File: src/hdl/spi_link_pkg.sv
package spi_link_pkg;
  localparam int frame_bits = 16;
  localparam int addr_bits = 7;
  localparam int data_bits = 8;
  localparam int cnt_bits = 8;
  localparam int wr_bit_pos = 15;
  localparam int addr_msb_pos = 14;
  localparam int addr_lsb_pos = 8;
  localparam int data_msb_pos = 7;
  localparam logic [6:0] diag_addr = 7'h00;
  localparam logic [7:0] diag_reset_val = 8'h04;
  localparam int supply_low_pos = 2;
  localparam int fifo_depth = 32;
  localparam int clk_mhz = 50;
  localparam int xfer_delay_ns = 400;
  localparam int xfer_delay_cyc = (xfer_delay_ns * clk_mhz + 999) / 1000;
  // eight cycles: the echoed miso bit must cross both synchronisers
  // before the master samples it, and the high time stays above 90 ns
  localparam int sclk_half_cyc = 8;
  typedef logic [15:0] frame_t;
endpackage : spi_link_pkg

File: src/hdl/spi_link_if.sv
`timescale 1ns/1ps
`default_nettype none
interface spi_link_if;
  logic chain_select_n;
  logic sclk;
  logic mosi;
  logic miso_o;
  logic miso_oe_n;
  modport device (input chain_select_n, input sclk, input mosi,
                  output miso_o, output miso_oe_n);
  modport host (output chain_select_n, output sclk, output mosi,
                input miso_o, input miso_oe_n);
endinterface : spi_link_if
`default_nettype wire

File: src/hdl/frame_fifo.sv
`timescale 1ns/1ps
`default_nettype none
module frame_fifo #(
  parameter int width = 16,
  parameter int depth = 32
) (
  input wire logic ref_clk,
  input wire logic rst,
  input wire logic in_valid,
  output logic in_ready,
  input wire logic [width-1:0] in_data,
  output logic out_valid,
  input wire logic out_ready,
  output logic [width-1:0] out_data
);
  localparam int aw = $clog2(depth);
  logic [width-1:0] mem [depth];
  logic [aw:0] wr_q;
  logic [aw:0] rd_q;
  assign in_ready = (wr_q - rd_q) != (aw+1)'(depth);
  assign out_valid = wr_q != rd_q;
  assign out_data = mem[rd_q[aw-1:0]];
  always_ff @(posedge ref_clk)
  begin
    if (in_valid && in_ready)
    begin
      mem[wr_q[aw-1:0]] <= in_data;
    end
  end
  always_ff @(posedge ref_clk or posedge rst)
  begin
    if (rst)
    begin
      wr_q <= '0;
      rd_q <= '0;
    end
    else
    begin
      if (in_valid && in_ready)
      begin
        wr_q <= wr_q + 1'b1;
      end
      if (out_valid && out_ready)
      begin
        rd_q <= rd_q + 1'b1;
      end
    end
  end
endmodule : frame_fifo
`default_nettype wire

File: src/hdl/spi_master_end.sv
`timescale 1ns/1ps
`default_nettype none
module spi_master_end
  import spi_link_pkg::*;
(
  input wire logic ref_clk,
  input wire logic rst,
  spi_link_if.host link,
  input wire logic cmd_valid,
  output logic cmd_ready,
  input wire logic [spi_link_pkg::frame_bits-1:0] cmd_data,
  input wire logic [3:0] chain_len,
  output logic resp_valid,
  input wire logic resp_ready,
  output logic [spi_link_pkg::frame_bits-1:0] resp_data
);
  import spi_link_pkg::*;
  typedef enum logic [3:0] {
    st_idle = 4'b0001,
    st_shift = 4'b0010,
    st_end = 4'b0100,
    st_gap = 4'b1000
  } mst_state_t;
  mst_state_t state_q;
  logic [1:0] miso_s_q;
  logic [7:0] div_q;
  logic [7:0] bit_q;
  logic [7:0] total;
  logic sck_q;
  logic cs_n_q;
  logic mosi_q;
  frame_t tx_q;
  frame_t rx_q;
  logic push;
  logic tick;
  logic fifo_room;
  assign total = {chain_len, 4'h0};
  assign tick = div_q == 8'(sclk_half_cyc - 1);
  assign cmd_ready = (state_q == st_idle) && cmd_valid;
  frame_fifo #(.width(frame_bits), .depth(fifo_depth)) u_fifo (
    .ref_clk(ref_clk),
    .rst(rst),
    .in_valid(push),
    .in_ready(fifo_room),
    .in_data(rx_q),
    .out_valid(resp_valid),
    .out_ready(resp_ready),
    .out_data(resp_data)
  );
  always_ff @(posedge ref_clk or posedge rst)
  begin
    if (rst)
    begin
      miso_s_q <= 2'h0;
    end
    else
    begin
      miso_s_q <= {miso_s_q[0], link.miso_o};
    end
  end
  always_ff @(posedge ref_clk or posedge rst)
  begin
    if (rst)
    begin
      state_q <= st_idle;
      div_q <= '0;
      bit_q <= '0;
      sck_q <= 1'b0;
      cs_n_q <= 1'b1;
      mosi_q <= 1'b0;
      tx_q <= '0;
      rx_q <= '0;
      push <= 1'b0;
    end
    else
    begin
      push <= 1'b0;
      div_q <= tick ? 8'h00 : div_q + 1'b1;
      case (state_q)
        st_idle:
        begin
          if (cmd_valid && chain_len != 4'h0 && fifo_room)
          begin
            tx_q <= cmd_data;
            cs_n_q <= 1'b0;
            bit_q <= '0;
            state_q <= st_shift;
          end
        end
        st_shift:
        begin
          if (tick)
          begin
            sck_q <= !sck_q;
            if (!sck_q)
            begin
              mosi_q <= tx_q[frame_bits-1];
              tx_q <= {tx_q[frame_bits-2:0], 1'b0};
            end
            else
            begin
              rx_q <= {rx_q[frame_bits-2:0], miso_s_q[1]};
              bit_q <= bit_q + 1'b1;
              if (bit_q[3:0] == 4'hf)
              begin
                push <= 1'b1;
              end
              if (bit_q + 1'b1 == total)
              begin
                state_q <= st_end;
              end
            end
          end
        end
        st_end:
        begin
          if (tick)
          begin
            cs_n_q <= 1'b1;
            bit_q <= '0;
            state_q <= st_gap;
          end
        end
        st_gap:
        begin
          bit_q <= bit_q + 1'b1;
          if (bit_q == 8'(xfer_delay_cyc))
          begin
            state_q <= st_idle;
          end
        end
        default:
        begin
          state_q <= st_idle;
        end
      endcase
    end
  end
  assign link.chain_select_n = cs_n_q;
  assign link.sclk = sck_q;
  assign link.mosi = mosi_q;
endmodule : spi_master_end
`default_nettype wire

File: src/flat_wrapper.sv
// flat-port wrapper written by rule: the top's interface ports become plain ports
module spi_master_end_flat import spi_link_pkg::*;
  (ref_clk, rst, cmd_valid, cmd_ready, cmd_data, chain_len, resp_valid, resp_ready, resp_data, link_chain_select_n, link_sclk, link_mosi, link_miso_o, link_miso_oe_n);
  spi_link_if link_i ();
  input wire logic ref_clk;
  input wire logic rst;
  input wire logic cmd_valid;
  output logic cmd_ready;
  input wire logic [spi_link_pkg::frame_bits-1:0] cmd_data;
  input wire logic [3:0] chain_len;
  output logic resp_valid;
  input wire logic resp_ready;
  output logic [spi_link_pkg::frame_bits-1:0] resp_data;
  output wire logic [$bits(link_i.chain_select_n)-1:0] link_chain_select_n;
  output wire logic [$bits(link_i.sclk)-1:0] link_sclk;
  output wire logic [$bits(link_i.mosi)-1:0] link_mosi;
  input wire logic [$bits(link_i.miso_o)-1:0] link_miso_o;
  input wire logic [$bits(link_i.miso_oe_n)-1:0] link_miso_oe_n;
  assign link_chain_select_n = link_i.chain_select_n;
  assign link_sclk = link_i.sclk;
  assign link_mosi = link_i.mosi;
  assign link_i.miso_o = link_miso_o;
  assign link_i.miso_oe_n = link_miso_oe_n;
  spi_master_end u_core (.ref_clk(ref_clk), .rst(rst), .link(link_i), .cmd_valid(cmd_valid), .cmd_ready(cmd_ready), .cmd_data(cmd_data), .chain_len(chain_len), .resp_valid(resp_valid), .resp_ready(resp_ready), .resp_data(resp_data));
endmodule
File: config.mk
export PLATFORM = sky130hd
export DESIGN_NAME = spi_master_end_flat
export DESIGN_NICKNAME = d
export VERILOG_FILES = /design/src/hdl/spi_link_pkg.sv /design/src/hdl/spi_link_if.sv /design/src/hdl/frame_fifo.sv /design/src/hdl/spi_master_end.sv /design/src/flat_wrapper.sv
export SDC_FILE = /design/constraint.sdc
export NUM_CORES = 1
export LEC_CHECK = 0
export ABC_AREA = 0
export CORE_ASPECT_RATIO = 1.4
export CORE_MARGIN = 3
export CORE_UTILIZATION = 35
export DETAILED_ROUTE_END_ITERATION = 10
export DONT_BUFFER_PORTS = 1
export SLEW_MARGIN = 20
export SYNTH_ARGS = -nofsm -noshare
export SYNTH_HDL_FRONTEND = slang
export SYNTH_HIERARCHICAL = 1
export SYNTH_SLANG_ARGS = --single-unit
File: constraint.sdc
create_clock -name ref_clk -period 4.38 [get_ports ref_clk]
set_clock_uncertainty 0.05 [all_clocks]
set_input_delay 0 -clock ref_clk [delete_from_list [all_inputs] [get_ports ref_clk]]
set_output_delay 0 -clock ref_clk [all_outputs]
set_load 0.05 [all_outputs]
# == Word-level counts from Yosys, hierarchy flattened ==
# Memories as Yosys holds them, arrays and structs flattened.
# Index checks and enable logic that the tools add are counted.
# Widths: inputs -> output; s select.
# classes
n_addsub,5
n_eq_ne,17
reduce_logical,17
bitwise_logic,1
muxes,26
# ops
op,count
$mux 16,3
$mux 8,5
$pmux 16 s2,1
$pmux 8 s4,1
$mux 4,6
$add 8x1->8 const B,2
$pmux 4 s4,1
$add 6x1->6 const B,2
$ne 2x1->1 const B,5
$reduce_and 3->1,3
$eq 4x4->1 const B,2
$eq 8x3->1 const B,1
$eq 8x5->1 const B,1
$eq 8x8->1,1
$mux 1,8
$reduce_bool 4->1,2
$ne 6x6->1,1
$ne 6x6->1 const B,1
$reduce_and 6->1,1
$sub 6x6->6,1
$logic_and 1x1->1,5
$reduce_and 5->1,1
$eq 4x1->1 const B,1
$eq 4x2->1 const B,1
other kinds (8),10
# totals
input_bits,26
register_bits,70
n_memories,1
output_inout_bits,21
ramBits,512
# memory_table
name,depth,width,read_ports,rd_clocked_by_memory_dff,wr,line_no,source
u_core.u_fifo.mem,32,16,1,0,1,frame_fifo.sv:17,logic [width-1:0] mem [depth];

# == Depth between registers and ports, before layout ==
# Gate-level depths: netlist of the first run.
# depth
word_depth,6
ltp_mapped,15

# == Cells and area by module ==
# The synthesis of the first run kept the hierarchy.
# modules_own_cells
module,cells_each,area_per_inst_um2,n_inst
frame_fifo,888,20325.7,1
spi_master_end,244,2875.3,1

# == Worst setup path after synthesis of the first run ==
# Ideal clock, no wire load.
# synth_path
kind,flip-flop to flip-flop
from,register u_core.u_fifo.rd_q[4]
to,memory u_core.u_fifo.mem[30][0] (enable)
setup_time_ps,388
arrival_time_ps,3359
path_slack_ps,582
required_ps,3942
stages_incl_launch_ff,11
path_buffers,2
synth_period_minus_slack_ps,3798
path_cell_list,dfrtp_1 > inv_2 > buf_1 > ha_1 > clkbuf_1 > and2_1 > o21ai_0 > o31ai_1 > a311oi_2 > o211ai_1 > nor2_1
# synth_via
elab_chain_cells,5
# synth_lines
item,line_no,source
start: declaration,frame_fifo.sv:19,logic [aw:0] rd_q;
start signal: assignment,frame_fifo.sv:45,rd_q <= rd_q + 1'b1;
$sub 6x6->6,frame_fifo.sv:20,assign in_ready = (wr_q - rd_q) != (aw+1)'(depth);
$ne 6x6->1,frame_fifo.sv:20,
$logic_and 1x1->1,frame_fifo.sv:25,if (in_valid && in_ready)
$mux 1,frame_fifo.sv:25,
$mux 1 (not written as such),frame_fifo.sv:27,mem[wr_q[aw-1:0]] <= in_data;
end: declaration,frame_fifo.sv:17,
# Every way passes these cells.

# == Worst setup path after layout of the first run ==
# layout_path
from,register u_core.u_fifo.rd_q[3]
to,register u_core.state_q[1]
# layout_via
elab_chain_cells,5
# layout_lines
item,line_no,source
$sub 6x6->6,frame_fifo.sv:20,
$ne 6x6->1,frame_fifo.sv:20,
net u_core.fifo_room,spi_master_end.sv:36,logic fifo_room;
$logic_and 1x1->1,spi_master_end.sv:82,if (cmd_valid && chain_len != 4'h0 && fifo_room)
$ne 2x2->1 (no source line),n/a,
$reduce_and 6->1 (no source line),n/a,
end signal: assignment,spi_master_end.sv:87,state_q <= st_shift;
end signal: assignment,spi_master_end.sv:110,state_q <= st_end;
end signal: assignment,spi_master_end.sv:121,state_q <= st_gap;
end: declaration,spi_master_end.sv:24,mst_state_t state_q;
# The timed path passes the listed nets, and every way through them passes these cells.
# A chain may end at the register's enable or synchronous reset.

==> results of run 1 <==
==> cells by family after synthesis <==
| logic type | count (synthesis) | synth area share |
|---|---|---|
| multiplexers | 193 | 0.172 |
| XOR/XNOR | 28 | 0.0106 |
| buffers and inverters | 65 | 0.0122 |
| AND/OR/NAND/NOR | 199 | 0.0437 |
| adder cells (fa/ha/maj) | 13 | 0.00701 |
| AO/OA/AOI/OAI | 52 | 0.0161 |
| flip-flops | 582 | 0.738 |
==> metrics by stage <==
| stage | hold WS, ns | power [mW] | worst slack (ns) | std cells | instance area, sq um |
|---|---|---|---|---|---|
| after CTS | 0.0470 | 14.2 | 0.214 | 2092 | 26700 |
| after floorplan | -0.185 | 8.73 | 0.582 | 1132 | 23200 |
| after global placement | -0.206 | 9.43 | 0.704 | 1974 | 24600 |
| final | 0.0681 | 14.1 | 0.429 | 2094 | 26700 |
| after global routing | 0.0888 | 14.7 | 0.0643 | 2094 | 26700 |
| after detailed placement | -0.198 | 9.46 | 0.628 | 1974 | 24600 |
==> where the power goes <==
part           total [mW]  internal [mW]  switching, mW
sequential           6.34           6.14          0.194
clock                4.74           2.82           1.93
combinational        3.00           1.12           1.88
==> layout by cell type, fill, tap and decap left out, drive strengths merged, types with 7 or more instances in the layout <==
| cell type | n |
|---|---|
| edfxtp | 512 |
| mux4 | 160 |
| nand2 | 79 |
| dfrtp | 68 |
| clkbuf | 53 |
| buf | 52 |
| nor2 | 46 |
| dlygate4sd3 | 29 |
| o21ai | 26 |
| xnor2 | 21 |
| clkinv | 18 |
| mux2 | 18 |
| mux2i | 15 |
| nand3 | 15 |
| bufinv | 13 |
| ha | 13 |
| inv | 11 |
| nor3 | 10 |
| and3 | 10 |
| xor2 | 7 |
==> sequential cells by signal, indices dropped and copies added, names as in the netlist, 2 cells and up <==
register / flops
u_core/miso_s_q: 2
u_core/u_fifo/wr_q: 6
u_core/tx_q: 16
u_core/div_q: 8
u_core/bit_q: 8
u_core/u_fifo/mem: 512
u_core/rx_q: 16
u_core/u_fifo/rd_q: 6
u_core/state_q: 4
==> cell type report <==
| type | count | area, sq um | share of cell area |
|---|---|---|---|
| Sequential cell | 582 | 17100 | 0.642 |
| Multi-Input combinational cell | 485 | 5880 | 0.220 |
| Clock buffer | 53 | 1240 | 0.0465 |
| Tap cell | 847 | 1060 | 0.0397 |
| Timing Repair Buffer | 81 | 843 | 0.0316 |
| Clock inverter | 36 | 512 | 0.0192 |
| Inverter | 10 | 37.5 | 0.00140 |
==> metal layers <==
layer  global-route usage  share of wire  vias to the layer above
li1                     -              -                     4747
met1                0.171           0.38                     5863
met2                0.271           0.56                      212
met3               0.0214          0.043                       68
met4               0.0380          0.021                        0
met5                    0              0                        -
==> final timing paths <==
check	from	to	slack, ns	cells past startpoint
max	u_core/u_fifo/rd_q[3]	u_core/state_q[1]	0.43	14
min	cmd_data[0]	u_core/tx_q[0]	0.07	3
max reg2reg	u_core/u_fifo/rd_q[3]	u_core/state_q[1]	0.43	14
min reg2reg	u_core/miso_s_q[0]	u_core/miso_s_q[1]	0.31	0
max in group asynchronous	rst	u_core/bit_q[3]	2.84	4
min in group asynchronous	rst	u_core/link.chain_select_n	0.48	3
==> repair_timing <==
action,CTS,global route
hold buffers,29,0
endpoints found under the hold margin,97,0
setup buffers,0,2
setup endpoints to repair,0,1
==> worst max-delay path, delay by kind of cell, from the launching register on <==
kind / cells / cell delay [ns]
buf+inv: 3 / 1.04
compound gates: 7 / 1.58
fa+ha+maj: 1 / 0.34
simple gates: 3 / 0.48
flops: 1 / 0.33
==> Yosys cell counts, types with 2 or more instances <==
cell / number
a211o_1: 2
a21o_2: 2
a21oi_1: 2
a221o_1: 3
and2_1: 4
and3_1: 9
buf_1: 4
buf_2: 20
buf_6: 2
clkbuf_1: 29
dfrtp_1: 68
dfstp_2: 2
edfxtp_1: 512
ha_1: 13
inv_1: 8
mux2_2: 7
mux2_4: 10
mux2i_1: 15
mux4_2: 160
nand2_1: 79
nand2b_1: 3
nand3_1: 14
nand3b_1: 6
nand4_1: 2
nor2_1: 46
nor3_1: 9
nor4_1: 5
nor4b_1: 2
nor4b_4: 2
o211ai_1: 5
o21ai_0: 10
o21ai_1: 16
o31ai_1: 2
or3_1: 5
xnor2_1: 21
xor2_1: 7
==> reports/metrics.cfg, run 1 <==
[global_routing]
grt_first_pass_wirelength_microns = 75000
grt_antenna_before_repair = 0
grt_pass1_vias = 11700
pin_count_of_the_biggest_net_entering_global_routing = 131
grt.total_usage = 0.144
grt_remaining_overflow = 0

[synthesis]
synthDominantAreaCellType = edfxtp_1
netlist_top_cells_area = edfxtp_1 66%, mux4_2 16%, dfrtp_1 7.3%
share_of_the_yosys_chip_area_belonging_to_registers = 0.738
synth.net_count = 1171
synth_area_per_cell_sq_um = 20.5
synth-main-ff-cell = edfxtp_1
post_synth_inst_count = 1132
yosys_register_bits = 582
synth.yosys.warnings = 6
netlist-cell-type-count = 62
synth.cell_area_sq_mm = 0.0232
synth_top_area_share = 0.663
share_of_async_settable_or_async_resettable_flops_after_synthesis = 0.120
count_of_flip_flops_with_a_built_in_enable_after_synthesis = 512

[clock_tree]
cts.repair.resized = 0
cts.sink_count = 582
cts.path.max_buffers = 3
cts_made_buffers = 48
clkTransAtPathRegs_ns = 0.07
htree_levels = 2
worstSkewPairLatency_ns = 0.58
clock_tree.root_cell = clkbuf_16
cts_tree = yes

[timing]
timing_max_transition_violations_final = 0
max_fclk_mhz = 253
rsz0062_at_grt = false
setup_total_negative_slack_ns = 0
finalCriticalPeriod_ns = 3.95
setup_violations = 0
worst_slew_pin_slew_ns = 1.05
layout_worst_path_cycle_share = 0.902
final_hold_violations = 0
slew_headroom = 0.302

[cells_and_area]
syn_to_final_growth_pct = 15.2
final_core_utilization = 0.408
drive_above_1_share = 0.292
n_fill_cell = 5792
antenna-diode-count = 0
nNetsFinal = 1247

[job]
timing.max_cap.violations = 0

[route]
detailedRoute.firstIterationViolations = 820
avgViaCountPerCell = 5.20
post_route_wl_microns = 49400
routed_wire_length_per_instance_microns = 23.6
route.antenna.remaining_nets = 0
drc = 0
num_vias = 10900
drtPass1Iterations = 4

[floorplanning]
core_area_sq_mm = 0.0656
chipWidth_microns = 224
initial_utilization = 0.354
ios = 47
fp-row-count = 111
chipHeight_microns = 311
dieArea_sq_mm = 0.0695

[power]
leakage_power_summed_over_all_cells_nw = 8.05
power_density_mw_per_mm2 = 527
ir_drop_v = 0.000650

[run_status]
status = finished clean

[critical_path]
worst-path-max-fanout = 19
cp_data_arrival_time_ns = 4.35
path_cells = buf_4 > clkinv_1 > ha_1 > o21ai_0 > a21oi_1 > o2bb2ai_1 > o21ai_1 > or2_2 > nand2_1 > o21ai_0 > o211ai_1 > nand2_1 > o211ai_1 > dlygate4sd3_1
path_class = flop to flop
cp_data_required_time_ns = 4.78
worst_path_max_delay_cell = dlygate4sd3_1
worstSetupEndpointType = flop
critical_path.max_stage_delay_ns = 0.59
critical_path.startpoint_type = flop

[place]
hpwl_microns = 29900
place.gp.congestion = 0.780
place.port_buffers = 0

[hold_path]
hp-class = input port to flop

(Power assumes the default switching activity.)
==> run 2, diff against run 1 <==
- MAX_ROUTING_LAYER: unset -> met4
==> run 2 against run 1 <==
Net effect: global-route usage increased by 0.47 points; final area unchanged; hold slack improved by 0.0027 ns; clock power about the same; critical path type unchanged; critical endpoint unchanged; largest cell class unchanged; largest power group unchanged.
==> reports/metrics.cfg, run 2 (synthesis results as in run 1) <==
[critical_path]
crit_path_start = u_core/u_fifo/rd_q[3]
r2r_start = u_core/u_fifo/rd_q[3]
worst-path-max-fanout = 19
worst_path_max_delay_cell = dlygate4sd3_1
critical_path.max_stage_delay_ns = 0.60
critical_path.startpoint_type = flop
worstSetupEndpointType = flop
path_cells = buf_4 > clkinv_1 > ha_1 > o21ai_0 > a21oi_1 > o2bb2ai_1 > o21ai_1 > or2_2 > nand2_1 > o21ai_0 > o211ai_1 > nand2_1 > o211ai_1 > dlygate4sd3_1
cp_data_required_time_ns = 4.78
cp_data_arrival_time_ns = 4.40
path_class = flop to flop

[route]
post_route_wl_microns = 49500
route.antenna.remaining_nets = 0
avgViaCountPerCell = 5.18
drtPass1Iterations = 5
detailedRoute.firstIterationViolations = 844
drc = 0
routed_wire_length_per_instance_microns = 23.6
num_vias = 10800

[timing]
setup_total_negative_slack_ns = 0
slew_headroom = 0.289
timing_max_transition_violations_final = 0
max_fclk_mhz = 250
setup_violations = 0
timing.final.ws_setup_ns = 0.384
worst_slew_pin_slew_ns = 1.07
layout_worst_path_cycle_share = 0.912
rsz0062_at_grt = false
finalCriticalPeriod_ns = 4.00
final_hold_violations = 0
hold_ws_ns = 0.0708

[hold_path]
hold_start = cmd_data[0]
hp-class = input port to flop

[global_routing]
grt_remaining_overflow = 0
grt_antenna_before_repair = 0
grt.total_usage = 0.149
grt_first_pass_wirelength_microns = 75100
pin_count_of_the_biggest_net_entering_global_routing = 131
grt_pass1_vias = 11600

[floorplanning]
core_area_sq_mm = 0.0656
fp-row-count = 111
ios = 47
chipWidth_microns = 224
initial_utilization = 0.354
chipHeight_microns = 311
dieArea_sq_mm = 0.0695

[clock_tree]
clkTransAtPathRegs_ns = 0.07
cts.path.max_buffers = 3
htree_levels = 2
clock_tree.root_cell = clkbuf_16
worstSkewPairLatency_ns = 0.58
cts.sink_count = 582
cts.repair.resized = 0
cts_tree = yes
cts_made_buffers = 48

[power]
leakage_power_summed_over_all_cells_nw = 8.05
ir_drop_v = 0.000647
power_density_mw_per_mm2 = 527
overall_power_consumption_mw = 14.1

[place]
hpwl_microns = 29900
post-place-cells = 1974
place.gp.congestion = 0.790
placed_cell_area_sq_mm = 0.0246
place_ws_ns = 0.628
place.port_buffers = 0

[cells_and_area]
syn_to_final_growth_pct = 15.2
nNetsFinal = 1247
drive_above_1_share = 0.292
mostFrequentLayoutCell = edfxtp_1
largest_register_ffs = 512
layout.cell_area.non_filler_sq_mm = 0.0267
antenna-diode-count = 0
layoutNonFillerInstCount = 2094
layout.cells.most_common_list = 512 x edfxtp_1, 160 x mux4_2, 79 x nand2_1
final_core_utilization = 0.408
n_fill_cell = 5792

[run_status]
status = finished clean

[job]
timing.max_cap.violations = 0

run 2: cell counts in the layout (fill, tap and decap cells not counted):
No cell type changed its count.
run 2: path summary, 6_finish.rpt:
path	to	slack, ns	depth (start not counted)
worst max register to register	u_core/state_q[1]	0.38	14
worst max-delay path	u_core/state_q[1]	0.38	14
worst min-delay path	u_core/tx_q[0]	0.07	3
max in group asynchronous	u_core/bit_q[3]	2.83	4
min in group asynchronous	u_core/link.chain_select_n	0.49	3
worst min register to register	u_core/miso_s_q[1]	0.31	0
run 2: report_power, final:
part | total (mW) | internal [mW] | switching, mW
combinational | 3.00 | 1.12 | 1.88
sequential | 6.34 | 6.14 | 0.193
clock | 4.74 | 2.82 | 1.93
run 2: area by class of cell:
class	count	area, sq um	share of cell area
multi-input cells	485	5880	0.220
well taps	847	1060	0.0397
clock inverters	36	512	0.0192
flip-flops and latches	582	17100	0.642
repair buffers	81	843	0.0316
inverters	10	37.5	0.00140
clock buffers	53	1240	0.0465
run 2: critical path, delay by kind of cell (launching register included):
family | cells | cell delay, ns
adder cells (fa/ha/maj) | 1 | 0.34
AND/OR/NAND/NOR | 3 | 0.48
flip-flops | 1 | 0.33
buffers and inverters | 3 | 1.05
AO/OA/AOI/OAI | 7 | 1.62
run 2: what timing repair did:
item / CTS / global route
hold buffers: 29 / 0
setup endpoints to repair: 0 / 1
setup buffers: 0 / 2
endpoints found under the hold margin: 97 / 0
run 2: routing by layer:
layer,part of all wire,track usage,vias to the layer above
li1,-,-,4741
met1,0.38,0.172,5851
met2,0.56,0.272,193
met3,0.037,0.0214,61
met4,0.019,0.0374,0
met5,0,-,-
==> run 3, diff against run 2 <==
- CORE_MARGIN: 3 -> unset
- CORE_UTILIZATION: 35 -> 55
- PLACE_DENSITY: unset -> 0.7
==> run 3 against run 2 <==
Net effect: combinational power is 3% lower; hold slack worse by 0.016 ns; clock power is 8.4% lower; global-route usage is 8.8 points higher; largest power group unchanged.
==> reports/metrics.cfg, run 3 (synthesis results as in run 1) <==
[run_status]
status = finished clean

[route]
top_signal_layer_used = met4
post_route_wl_microns = 47200
route.antenna.remaining_nets = 0
routed_wire_length_per_instance_microns = 26.4
drc = 0
length_of_routed_met3_wiring_microns = 2950
met1Wirelength_microns = 18300
num_vias = 11000
detailedRoute.firstIterationViolations = 1010
avgViaCountPerCell = 6.15
route.met2.wl_microns = 24700
drtPass1Iterations = 5

[timing]
worst_slew_pin_slew_ns = 1.09
slew_headroom = 0.268
setup_total_negative_slack_ns = 0
final_hold_violations = 0
layout_worst_path_cycle_share = 0.931
rsz0062_at_grt = false
max_fclk_mhz = 245
timing_max_transition_violations_final = 0
finalCriticalPeriod_ns = 4.08
setup_violations = 0

[clock_tree]
cts.path.max_buffers = 3
cts.repair.resized = 0
worstSkewPairLatency_ns = 0.60
cts_tree = yes
clkTransAtPathRegs_ns = 0.07
cts_made_buffers = 52
clock_tree.root_cell = clkbuf_16
htree_levels = 2
cts.sink_count = 582

[power]
netSwitchingFraction = 0.293
seq_power_share = 0.468
leakage_power_summed_over_all_cells_nw = 7.93
overall_power_consumption_mw = 13.6
power_density_mw_per_mm2 = 524
power_switching_mw = 3.99
clkPwrFrac = 0.319
internal-power_mw = 9.63
p_comb_frac = 0.213
ir_drop_v = 0.000643

[global_routing]
grt_pass1_vias = 11200
grt_antenna_before_repair = 1
grt_remaining_overflow = 0
grt.total_usage = 0.237
pin_count_of_the_biggest_net_entering_global_routing = 108
grt_first_pass_wirelength_microns = 71000

[floorplanning]
ios = 47
core_area_sq_mm = 0.0414
chipWidth_microns = 176
chipHeight_microns = 245
fp-row-count = 88
initial_utilization = 0.560
dieArea_sq_mm = 0.0430

[cells_and_area]
mostFrequentLayoutCell = edfxtp_1
layout.cell_area.non_filler_sq_mm = 0.0260
largest_register_ffs = 512
n_fill_cell = 2883
sequential_cell_area_sq_mm = 0.0171
multi_input_area_sq_mm = 0.00588
final_core_utilization = 0.627
layout.cells.most_common_list = 512 x edfxtp_1, 160 x mux4_2, 79 x nand2_1
syn_to_final_growth_pct = 11.9
drive_above_1_share = 0.278
nNetsFinal = 1242
layoutNonFillerInstCount = 1787

[hold_path]
hp-class = input port to async pin

[place]
place.gp.congestion = 0.774
post-place-cells = 1659
place.port_buffers = 0
hpwl_microns = 25700
placed_cell_area_sq_mm = 0.0240

[critical_path]
cp_data_required_time_ns = 4.87
path_class = flop to flop
reg2regPathDepth = 12
reg2reg_setup_slack_ns = 0.30
critical_path.startpoint_type = flop
cp_data_arrival_time_ns = 4.57
critical_path.reg2reg.endpoint = u_core/state_q[1]
worstSetupEndpointType = flop
r2r_start = u_core/u_fifo/rd_q[1]
worst-path-max-fanout = 21

[job]
timing.max_cap.violations = 0

run 3: cell types whose count changed in the layout (fill, tap and decap cells not counted), moves of 3 or more:
cell / previous run / this run
clkbuf_1: 4 / 10
dfrtp_2: 6 / 1
clkinv_1: 11 / 18
clkinv_2: 6 / 9
buf_4: 39 / 42
bufinv_16: 13 / 2
clkbuf_16: 49 / 53
dfrtp_1: 60 / 65
buf_12: 13 / 1
run 3: critical path, cell delays in order (launching register included):
cell	delay, ns
dfrtp_4	0.63
inv_1	0.11
ha_1	0.31
nand2b_1	0.08
a21oi_1	0.20
nor4_1	0.07
o21ai_1	0.55
or2_2	0.24
nand2_1	0.07
or3b_1	0.43
dlygate4sd3_1	0.62
o211ai_1	0.08
dlygate4sd3_1	0.58
run 3: power by group through the flow:
stage	registers, mW	clock network [mW]	logic [mW]
finish	6.37	4.34	2.91
global route	6.39	4.62	3.12
CTS	6.37	4.41	2.94
detailed placement	6.49	0	2.91
global placement	6.48	0	2.90
floorplan	6.38	0	2.35
run 3: worst max path at each step:
stage / slack, ns / to / cells after the start / from
final: 0.30 / u_core/state_q[1] / 12 / u_core/u_fifo/rd_q[1]
after global routing: 0.12 / u_core/state_q[1] / 12 / u_core/u_fifo/rd_q[1]
after CTS: 0.20 / u_core/state_q[1] / 12 / u_core/u_fifo/rd_q[1]
after detailed placement: 0.69 / u_core/bit_q[6] / 12 / u_core/u_fifo/rd_q[1]
after global placement: 0.75 / u_core/tx_q[14] / 12 / u_core/u_fifo/rd_q[1]
after floorplan: 0.58 / u_core/u_fifo/mem[30][0] / 10 / u_core/u_fifo/rd_q[4]
run 3: layer usage:
layer | vias to the layer above | GRT usage
li1 | 4747 | -
met1 | 5805 | 0.302
met2 | 375 | 0.397
met3 | 71 | 0.0349
met4 | 0 | 0.0688
met5 | - | -
run 3: through the flow:
step / setup WS (ns) / hold slack, ns
6_report: 0.302 / 0.0553
5_1_grt: 0.120 / 0.0674
4_1_cts: 0.198 / 0.0264
3_5_place_dp: 0.693 / -0.112
3_3_place_gp: 0.749 / -0.110
2_1_floorplan: 0.582 / -0.185
run 3: repair_timing:
item,in CTS,in global routing
hold endpoints to repair,97,0
setup buffers,0,1
setup endpoints to repair,0,1
hold buffers,28,0
run 3: layout make-up:
class / count / share of cell area
flip-flops and latches: 582 / 0.660
multi-input cells: 485 / 0.226
clock buffers: 65 / 0.0536
well taps: 540 / 0.0260
repair buffers: 72 / 0.0240
clock inverters: 32 / 0.00862
inverters: 10 / 0.00145
diodes: 1 / 0.0000963
